$ cat src/design/dtmc_consts.vh
`ifndef DTMC_CONSTS_VH
`define DTMC_CONSTS_VH
// Register indices; byte address is four times the index
`define DTMC_IDX_MODE      8'h89
`define DTMC_IDX_T0_LOW    8'h8a
`define DTMC_IDX_T1_LOW    8'h8b
`define DTMC_IDX_T0_HIGH   8'h8c
`define DTMC_IDX_T1_HIGH   8'h8d
`define DTMC_IDX_CONTROL   8'h88
`define DTMC_IDX_INTACK    8'h90
// Control register fields
`define DTMC_CTL_T1_FLAG   7
`define DTMC_CTL_T1_RUN    6
`define DTMC_CTL_T0_FLAG   5
`define DTMC_CTL_T0_RUN    4
// Mode register fields (per timer nibble)
`define DTMC_MODE_GATE     3
`define DTMC_MODE_SRC      2
`define DTMC_MODE_HI       1
`define DTMC_MODE_LO       0
`define DTMC_T1_NIB        4
// Mode encodings
`define DTMC_M13           2'h0
`define DTMC_M16           2'h1
`define DTMC_M8AR          2'h2
`define DTMC_MSPLIT        2'h3
// Reset values
`define DTMC_RST_BYTE      8'h00
// Timer tick: divided system clock
`define DTMC_TICK_DIV      12
`define DTMC_PRESC_MAX     5'h1f
`endif

$ cat src/design/dtmc_timer.v
`include "dtmc_consts.vh"
`default_nettype none
module dtmc_timer #(
	parameter TICK_DIV = `DTMC_TICK_DIV                // System clocks per timer tick
) (
	input  wire        i_clock,                    // System clock
	input  wire        i_reset_n,                  // Synchronous reset, active low
	input  wire        i_enable,                   // Clock enable, freezes all state
	input  wire [9:0]  i_address,                  // Avalon word address
	input  wire        i_read,                     // Avalon read
	input  wire        i_write,                    // Avalon write
	input  wire [31:0] i_writedata,                // Avalon write data
	input  wire [3:0]  i_byteenable,               // Avalon byte enables
	output reg  [31:0] o_readdata,                 // Avalon read data
	output wire        o_waitrequest,              // Avalon wait request
	input  wire        i_ext_irq0_pin,             // Gate pin for timer 0
	input  wire        i_ext_irq1_pin,             // Gate pin for timer 1
	input  wire        i_count_in_pin_0,           // Count pin for timer 0
	input  wire        i_count_in_pin_1,           // Count pin for timer 1
	input  wire        i_t0_vector_ack,            // Pulse: CPU vectors to timer 0 routine
	input  wire        i_t1_vector_ack,            // Pulse: CPU vectors to timer 1 routine
	output wire        o_t0_overflow_flag,         // Timer 0 overflow flag level
	output wire        o_t1_overflow_flag          // Timer 1 overflow flag level
);

	reg  [7:0]  timer_mode_select_q;
	reg  [7:0]  timer0_low_byte_q;
	reg  [7:0]  timer0_high_byte_q;
	reg  [7:0]  timer1_low_byte_q;
	reg  [7:0]  timer1_high_byte_q;
	reg         t0_run_q;
	reg         t1_run_q;
	reg         t0_overflow_flag_q;
	reg         t1_overflow_flag_q;
	reg  [15:0] div_q;
	wire        g0_s;
	wire        g1_s;
	wire        c0_s;
	wire        c1_s;
	reg         c0_prev_q;
	reg         c1_prev_q;
	reg         rd_wait_q;
	reg  [7:0]  rd_mux_d;

	// Pins are asynchronous; each passes two flops before any logic sees it
	dtmc_sync2 u_sync_g0 (
		.i_clock   (i_clock),
		.i_reset_n (i_reset_n),
		.i_enable  (i_enable),
		.i_pin     (i_ext_irq0_pin),
		.o_sync    (g0_s)
	);
	dtmc_sync2 u_sync_g1 (
		.i_clock   (i_clock),
		.i_reset_n (i_reset_n),
		.i_enable  (i_enable),
		.i_pin     (i_ext_irq1_pin),
		.o_sync    (g1_s)
	);
	dtmc_sync2 u_sync_c0 (
		.i_clock   (i_clock),
		.i_reset_n (i_reset_n),
		.i_enable  (i_enable),
		.i_pin     (i_count_in_pin_0),
		.o_sync    (c0_s)
	);
	dtmc_sync2 u_sync_c1 (
		.i_clock   (i_clock),
		.i_reset_n (i_reset_n),
		.i_enable  (i_enable),
		.i_pin     (i_count_in_pin_1),
		.o_sync    (c1_s)
	);

	wire [3:0]  t0_cfg = timer_mode_select_q[3:0];
	wire [3:0]  t1_cfg = timer_mode_select_q[7:4];
	wire [1:0]  t0_mode = t0_cfg[1:0];
	wire [1:0]  t1_mode = t1_cfg[1:0];
	wire        tick = (div_q == TICK_DIV - 1);
	// Edge detect reads only the second sync stage
	wire        c0_fall = c0_prev_q & ~c0_s;
	wire        c1_fall = c1_prev_q & ~c1_s;

	wire        t0_gate_ok = ~t0_cfg[`DTMC_MODE_GATE] | g0_s;
	wire        t1_gate_ok = ~t1_cfg[`DTMC_MODE_GATE] | g1_s;
	wire        t0_src = t0_cfg[`DTMC_MODE_SRC] ? c0_fall : tick;
	wire        t1_src = t1_cfg[`DTMC_MODE_SRC] ? c1_fall : tick;
	wire        t0_inc = i_enable & t0_run_q & t0_gate_ok & t0_src;
	// Split high byte always times the system clock, gated by timer 1 run only
	wire        t0h_inc = i_enable & t1_run_q & tick;
	wire        t1_inc = i_enable & t1_run_q & t1_gate_ok & t1_src &
	                     (t1_mode != `DTMC_MSPLIT);

	// Writes complete at once; a read stalls one cycle so that the
	// registered read data already stands at the accepting edge
	assign o_waitrequest = i_read & ~rd_wait_q;
	assign o_t0_overflow_flag = t0_overflow_flag_q;
	assign o_t1_overflow_flag = t1_overflow_flag_q;

	wire        bus_wr = i_write & i_byteenable[0];
	wire        wr_mode = bus_wr & (i_address == {2'h0, `DTMC_IDX_MODE});
	wire        wr_t0l = bus_wr & (i_address == {2'h0, `DTMC_IDX_T0_LOW});
	wire        wr_t1l = bus_wr & (i_address == {2'h0, `DTMC_IDX_T1_LOW});
	wire        wr_t0h = bus_wr & (i_address == {2'h0, `DTMC_IDX_T0_HIGH});
	wire        wr_t1h = bus_wr & (i_address == {2'h0, `DTMC_IDX_T1_HIGH});
	wire        wr_ctl = bus_wr & (i_address == {2'h0, `DTMC_IDX_CONTROL});

	// Next count values for each timer
	reg  [7:0]  t0l_d;
	reg  [7:0]  t0h_d;
	reg  [7:0]  t1l_d;
	reg  [7:0]  t1h_d;
	reg         t0_ovf;
	reg         t1_ovf;

	always @* begin
		t0l_d = timer0_low_byte_q;
		t0h_d = timer0_high_byte_q;
		t0_ovf = 1'b0;
		t1_ovf = 1'b0;
		if (t0_inc) begin
			case (t0_mode)
				`DTMC_M13: begin
					t0l_d = {timer0_low_byte_q[7:5], timer0_low_byte_q[4:0] + 5'h01};
					if (timer0_low_byte_q[4:0] == `DTMC_PRESC_MAX) begin
						t0h_d = timer0_high_byte_q + 8'h01;
						t0_ovf = (timer0_high_byte_q == 8'hff);
					end
				end
				`DTMC_M16: begin
					{t0h_d, t0l_d} = {timer0_high_byte_q, timer0_low_byte_q} + 16'h0001;
					t0_ovf = ({timer0_high_byte_q, timer0_low_byte_q} == 16'hffff);
				end
				`DTMC_M8AR: begin
					t0_ovf = (timer0_low_byte_q == 8'hff);
					t0l_d = t0_ovf ? timer0_high_byte_q : timer0_low_byte_q + 8'h01;
				end
				default: begin
					t0l_d = timer0_low_byte_q + 8'h01;
					t0_ovf = (timer0_low_byte_q == 8'hff);
				end
			endcase
		end
		if (t0_mode == `DTMC_MSPLIT && t0h_inc) begin
			t0h_d = timer0_high_byte_q + 8'h01;
			t1_ovf = (timer0_high_byte_q == 8'hff);
		end
	end

	always @* begin
		t1l_d = timer1_low_byte_q;
		t1h_d = timer1_high_byte_q;
		if (t1_inc) begin
			case (t1_mode)
				`DTMC_M13: begin
					t1l_d = {timer1_low_byte_q[7:5], timer1_low_byte_q[4:0] + 5'h01};
					if (timer1_low_byte_q[4:0] == `DTMC_PRESC_MAX)
						t1h_d = timer1_high_byte_q + 8'h01;
				end
				`DTMC_M16: begin
					{t1h_d, t1l_d} = {timer1_high_byte_q, timer1_low_byte_q} + 16'h0001;
				end
				`DTMC_M8AR: begin
					t1l_d = (timer1_low_byte_q == 8'hff) ? timer1_high_byte_q
					        : timer1_low_byte_q + 8'h01;
				end
				default: begin
					t1l_d = timer1_low_byte_q;
				end
			endcase
		end
	end

	// Read mux, sampled into the output flops on the stalled cycle
	always @* begin
		case (i_address)
			{2'h0, `DTMC_IDX_MODE}:    rd_mux_d = timer_mode_select_q;
			{2'h0, `DTMC_IDX_T0_LOW}:  rd_mux_d = timer0_low_byte_q;
			{2'h0, `DTMC_IDX_T1_LOW}:  rd_mux_d = timer1_low_byte_q;
			{2'h0, `DTMC_IDX_T0_HIGH}: rd_mux_d = timer0_high_byte_q;
			{2'h0, `DTMC_IDX_T1_HIGH}: rd_mux_d = timer1_high_byte_q;
			{2'h0, `DTMC_IDX_CONTROL}: rd_mux_d = {t1_overflow_flag_q, t1_run_q,
			                                       t0_overflow_flag_q, t0_run_q, 4'h0};
			default:                   rd_mux_d = 8'h00;
		endcase
	end

	// Timer 1 overflow, suppressed while timer 0 split owns the flag
	wire t1_own_ovf = t1_inc & (t0_mode != `DTMC_MSPLIT) & (
		(t1_mode == `DTMC_M13  && timer1_low_byte_q[4:0] == `DTMC_PRESC_MAX &&
		 timer1_high_byte_q == 8'hff) ||
		(t1_mode == `DTMC_M16  && {timer1_high_byte_q, timer1_low_byte_q} == 16'hffff) ||
		(t1_mode == `DTMC_M8AR && timer1_low_byte_q == 8'hff));

	always @(posedge i_clock) begin
		if (!i_reset_n) begin
			timer_mode_select_q <= `DTMC_RST_BYTE;
			timer0_low_byte_q <= `DTMC_RST_BYTE;
			timer0_high_byte_q <= `DTMC_RST_BYTE;
			timer1_low_byte_q <= `DTMC_RST_BYTE;
			timer1_high_byte_q <= `DTMC_RST_BYTE;
			t0_run_q <= 1'b0;
			t1_run_q <= 1'b0;
			t0_overflow_flag_q <= 1'b0;
			t1_overflow_flag_q <= 1'b0;
			div_q <= 16'h0000;
			c0_prev_q <= 1'b0;
			c1_prev_q <= 1'b0;
			rd_wait_q <= 1'b0;
			o_readdata <= 32'h00000000;
		end else if (i_enable) begin
			c0_prev_q <= c0_s;
			c1_prev_q <= c1_s;
			div_q <= tick ? 16'h0000 : div_q + 16'h0001;
			// Software write wins over counting in the same cycle
			timer0_low_byte_q <= wr_t0l ? i_writedata[7:0] : t0l_d;
			timer0_high_byte_q <= wr_t0h ? i_writedata[7:0] : t0h_d;
			timer1_low_byte_q <= wr_t1l ? i_writedata[7:0] : t1l_d;
			timer1_high_byte_q <= wr_t1h ? i_writedata[7:0] : t1h_d;
			if (wr_mode)
				timer_mode_select_q <= i_writedata[7:0];
			if (wr_ctl) begin
				t0_run_q <= i_writedata[`DTMC_CTL_T0_RUN];
				t1_run_q <= i_writedata[`DTMC_CTL_T1_RUN];
			end
			// Hardware set beats any clear in the same cycle
			if (t0_ovf)
				t0_overflow_flag_q <= 1'b1;
			else if (i_t0_vector_ack)
				t0_overflow_flag_q <= 1'b0;
			else if (wr_ctl)
				t0_overflow_flag_q <= i_writedata[`DTMC_CTL_T0_FLAG];
			if (t1_ovf | t1_own_ovf)
				t1_overflow_flag_q <= 1'b1;
			else if (i_t1_vector_ack)
				t1_overflow_flag_q <= 1'b0;
			else if (wr_ctl)
				t1_overflow_flag_q <= i_writedata[`DTMC_CTL_T1_FLAG];
			if (i_read && !rd_wait_q) begin
				o_readdata <= {24'h000000, rd_mux_d};
				rd_wait_q <= 1'b1;
			end else begin
				rd_wait_q <= 1'b0;
			end
		end
	end

endmodule // dtmc_timer

// Two-flop synchroniser for one asynchronous pin
module dtmc_sync2 (
	input  wire i_clock,   // System clock
	input  wire i_reset_n, // Synchronous reset, active low
	input  wire i_enable,  // Clock enable, freezes the stages
	input  wire i_pin,     // Asynchronous pin level
	output wire o_sync     // Pin level after two flops
);

	reg  [1:0]  stage_q;

	always @(posedge i_clock) begin
		if (!i_reset_n) begin
			stage_q <= 2'h0;
		end else if (i_enable) begin
			stage_q <= {stage_q[0], i_pin};
		end
	end

	assign o_sync = stage_q[1];

endmodule // dtmc_sync2
`default_nettype wire

$ cat config.mk
export PLATFORM = sky130hd
export DESIGN_NAME = dtmc_timer
export DESIGN_NICKNAME = d
export VERILOG_FILES = /design/src/design/dtmc_timer.v
export VERILOG_INCLUDE_DIRS = /design/src /design/src/design
export SDC_FILE = /design/constraint.sdc
export NUM_CORES = 1
export LEC_CHECK = 0
export ABC_AREA = 1
export BUFFER_PORTS_ARGS = -buffer_cell sky130_fd_sc_hd__buf_2
export CORE_MARGIN = 3
export CORE_UTILIZATION = 58
export DETAILED_ROUTE_END_ITERATION = 10
export GPL_TIMING_DRIVEN = 0
export PLACE_DENSITY_LB_ADDON = 0.3
export SETUP_SLACK_MARGIN = 0.05
export SLEW_MARGIN = 5
export SYNTH_ARGS = -nofsm -noshare
export SYNTH_HDL_FRONTEND = slang
export SYNTH_SLANG_ARGS = --single-unit
$ cat constraint.sdc
create_clock -name i_clock -period 2 [get_ports i_clock]
set_input_delay 0.1 -clock i_clock [delete_from_list [all_inputs] [get_ports i_clock]]
set_output_delay 0.1 -clock i_clock [all_outputs]
set_load 0.01 [all_outputs]
==> impl_metrics.env <==
export IMPL_status="complete, but fails checks"
export IMPL_violations="DRC"
export IMPL_p_total_mw=3.08
export IMPL_layout_commonest_cell="nand2_1"
export IMPL_ys_ff_latch=79
export IMPL_grt_pass1_vias=5449
export IMPL_rsz0062_at_grt="false"
export IMPL_route_detailed_drc=1
export IMPL_start_util_pct=60.5
export IMPL_yosys_most_used_dff="dfxtp_1"
export IMPL_setup_slack_ps=125
export IMPL_std_cell_rows=35
export IMPL_postSynthAreaPerCell_um2=6.17
export IMPL_vias=6164
export IMPL_crit_fanout=7
export IMPL_cts_tree="built"
export IMPL_synth_top_area_share_pct=28.0
export IMPL_required_ps=2290
export IMPL_whs_ps=42.3
export IMPL_insertion_delay_ps=370
export IMPL_ioPinCount=92
export IMPL_cpMaxStageDelayCell="dfxtp_4"
export IMPL_worstSetupPathType="reg -> reg"
export IMPL_finalSetupViolCount=0
export IMPL_power_leakage_nw=2.95
export IMPL_numPortBuffers=38
export IMPL_max_freq_ghz=0.533
export IMPL_viasPerCell=5.47
export IMPL_place_area_um2=6080
export IMPL_drt_first_pass_iters=10
export IMPL_dp_slack_ps=-69.3
export IMPL_die_y_um=105
export IMPL_final_area_um2=6460
export IMPL_final_cell_mix="nand2_1, nor2_1, inv_1"
export IMPL_nets=1061
export IMPL_tightestPinTransition_ps=846
export IMPL_drive_gt1_share_pct=16.0
export IMPL_dieArea_um2=10900
export IMPL_globalRouteTotalUtil_pct=30.1
export IMPL_area_growth_pct=14.5
export IMPL_place_gp_congestion=1.01
export IMPL_ant_nets=0
export IMPL_cp_start_kind="flop"
export IMPL_drt_initial_drc_count=567
export IMPL_min_period_ps=1880
export IMPL_synthTopCellsByArea="dfxtp_1, nand2_1, nor2_1, inv_1, nand3_1"
export IMPL_seq_area_frac_synth_pct=28.0
export IMPL_ys_warn_count=0
export IMPL_hold_viol=0
export IMPL_slew_headroom_pct=43.1
export IMPL_path_clk_slew_ps=100
export IMPL_cap_violations=0
export IMPL_netlist_area_um2=5640
export IMPL_crit_chain="ha_2 > nand2_2 > nor2_4 > ha_4 > nand2_1 > o21ai_2 > nand3_2 > a21oi_4 > buf_6 > nand2_1 > a21oi_1"
export IMPL_max_stage_delay_ps=370
export IMPL_die_width_um=105
export IMPL_crit_top_cell="nand2_1"
export IMPL_slew_violations=0
export IMPL_grt_max_degree=15
export IMPL_grt_overflow_total=0
export IMPL_cts_htree_levels=3
export IMPL_wl_um=16700
export IMPL_fillers=865
export IMPL_diodes=0
export IMPL_clockBufferDepth=2
export IMPL_synthCells=914
export IMPL_hold_class="in -> reg"
export IMPL_synth_edf_count=0
export IMPL_tns_ps=0
export IMPL_cts_buffers=9
export IMPL_critPathArrivalTime_ps=2170
export IMPL_fp_coreArea_um2=9330
export IMPL_routedWlPerCell_um=14.8
export IMPL_clock_sinks=79
export IMPL_ys_async_sr_fraction_pct=0
export IMPL_synth_cell_types=45
export IMPL_cts_root_buf="clkbuf_8"
export IMPL_grt_pass1_wl_um=26600
export IMPL_antenna_found_initial=0
export IMPL_skew_ps=20.3
export IMPL_powerDensity_nw_per_um2=478
export IMPL_crit_path_end_kind="flop"
export IMPL_finalCritPeriodShare_pct=93.8
export IMPL_ir_drop_mv=0.419
export IMPL_synth_top_area_cell="dfxtp_1"
export IMPL_hpwl_um=12500
==> registers in the layout, summed over array words and instances (netlist names) <==
| register | flops |
|---|---|
| u_sync_c0.stage_q | 2 |
| u_sync_c1.stage_q | 2 |
| timer_mode_select_q | 8 |
| o_readdata | 8 |
| u_sync_g1.stage_q | 2 |
| timer1_high_byte_q | 8 |
| o_t0_overflow_flag | 1 |
| u_sync_g0.stage_q | 2 |
| timer0_low_byte_q | 8 |
| o_t1_overflow_flag | 1 |
| timer0_high_byte_q | 8 |
| c1_prev_q | 1 |
| t1_run_q | 1 |
| timer1_low_byte_q | 8 |
| rd_wait_q | 1 |
| c0_prev_q | 1 |
| div_q | 16 |
| t0_run_q | 1 |
==> power breakdown <==
group / switching (mW) / internal (mW)
sequential: 0.0163 / 1.59
combinational: 0.194 / 0.103
clock: 0.652 / 0.526
==> cells by family (layout without fill, tap and decap cells) <==
| logic type | after synthesis | after routing | synth area share [%] |
|---|---|---|---|
| compound gates | 152 | 152 | 15.5 |
| xor+xnor | 14 | 14 | 2.17 |
| fa+ha+maj | 11 | 11 | 2.44 |
| buf+inv | 163 | 224 | 12.8 |
| flops | 79 | 79 | 28.0 |
| other cells | 1 | 24 | 0.0665 |
| simple gates | 494 | 494 | 38.9 |
==> cells in the mapped netlist, types with 4 or more instances <==
master    instances
buf_4            26
nor3_1           17
dfxtp_1          79
o21ai_0          50
ha_1             11
nor2_1          127
nand2_4           5
o22ai_1          11
nand2_1         229
buf_2             6
a211oi_1         11
o211ai_1          4
nor2_4            5
inv_1           111
a21oi_1          49
nor2_2            6
xor2_1           12
nand2_2           8
nor4_1            5
clkbuf_1          7
nand4_1          16
nand3_1          62
inv_2             9
o21ai_1          12
==> path summary, 6_finish.rpt <==
kind                        startpoint                      to  slack [ps]  cells after the start
setup / recovery  timer1_low_byte_q[1]   timer1_high_byte_q[5]         120                     11
hold / removal          i_writedata[1]  timer_mode_select_q[1]          40                      3
setup reg to reg  timer1_low_byte_q[1]   timer1_high_byte_q[5]         120                     11
hold reg to reg          o_readdata[3]           o_readdata[3]         470                      2
==> metrics by stage <==
step / cells / utilization (%)
CTS: 1124 / 67.8
finish: 1127 / 69.3
global route: 1127 / 69.3
global placement: 1104 / 65.2
detailed placement: 1104 / 65.2
floorplan: 937 / -
==> worst max-delay path: cells and delay by family (launching register included) <==
kind,cells,cell delay [ps]
buffers and inverters,1,140
adder cells (fa/ha/maj),2,330
AND/OR/NAND/NOR,5,500
AO/OA/AOI/OAI,3,470
flip-flops,1,370
==> layer usage <==
metal  GRT usage (%)  wire length (um)  up-vias
li1                -                 -     3073
met1            39.1              6810     2752
met2            48.0              7550      290
met3            6.18              1670       49
met4            13.7               647        0
met5               0                 0        -
==> layout make-up <==
cell class                      count  area [um^2]  area share (%)
Multi-Input combinational cell    695         3530            54.7
Sequential cell                    79         1590            24.7
Inverter                          121          454            7.03
Buffer                             42          270            4.18
Timing Repair Buffer               45          256            3.97
Tap cell                          129          161            2.50
Clock buffer                       11          151            2.34
Clock inverter                      5         37.5           0.581
==> what timing repair did <==
action	4_1_cts	5_1_grt
hold endpoints to repair	4	0
gates cloned	0	0
hold buffers	4	0
gates resized for setup	4	33
endpoints found under the setup margin	8	44
buffers inserted	0	3
pin swaps	1	5
(Power assumes the default switching activity.)
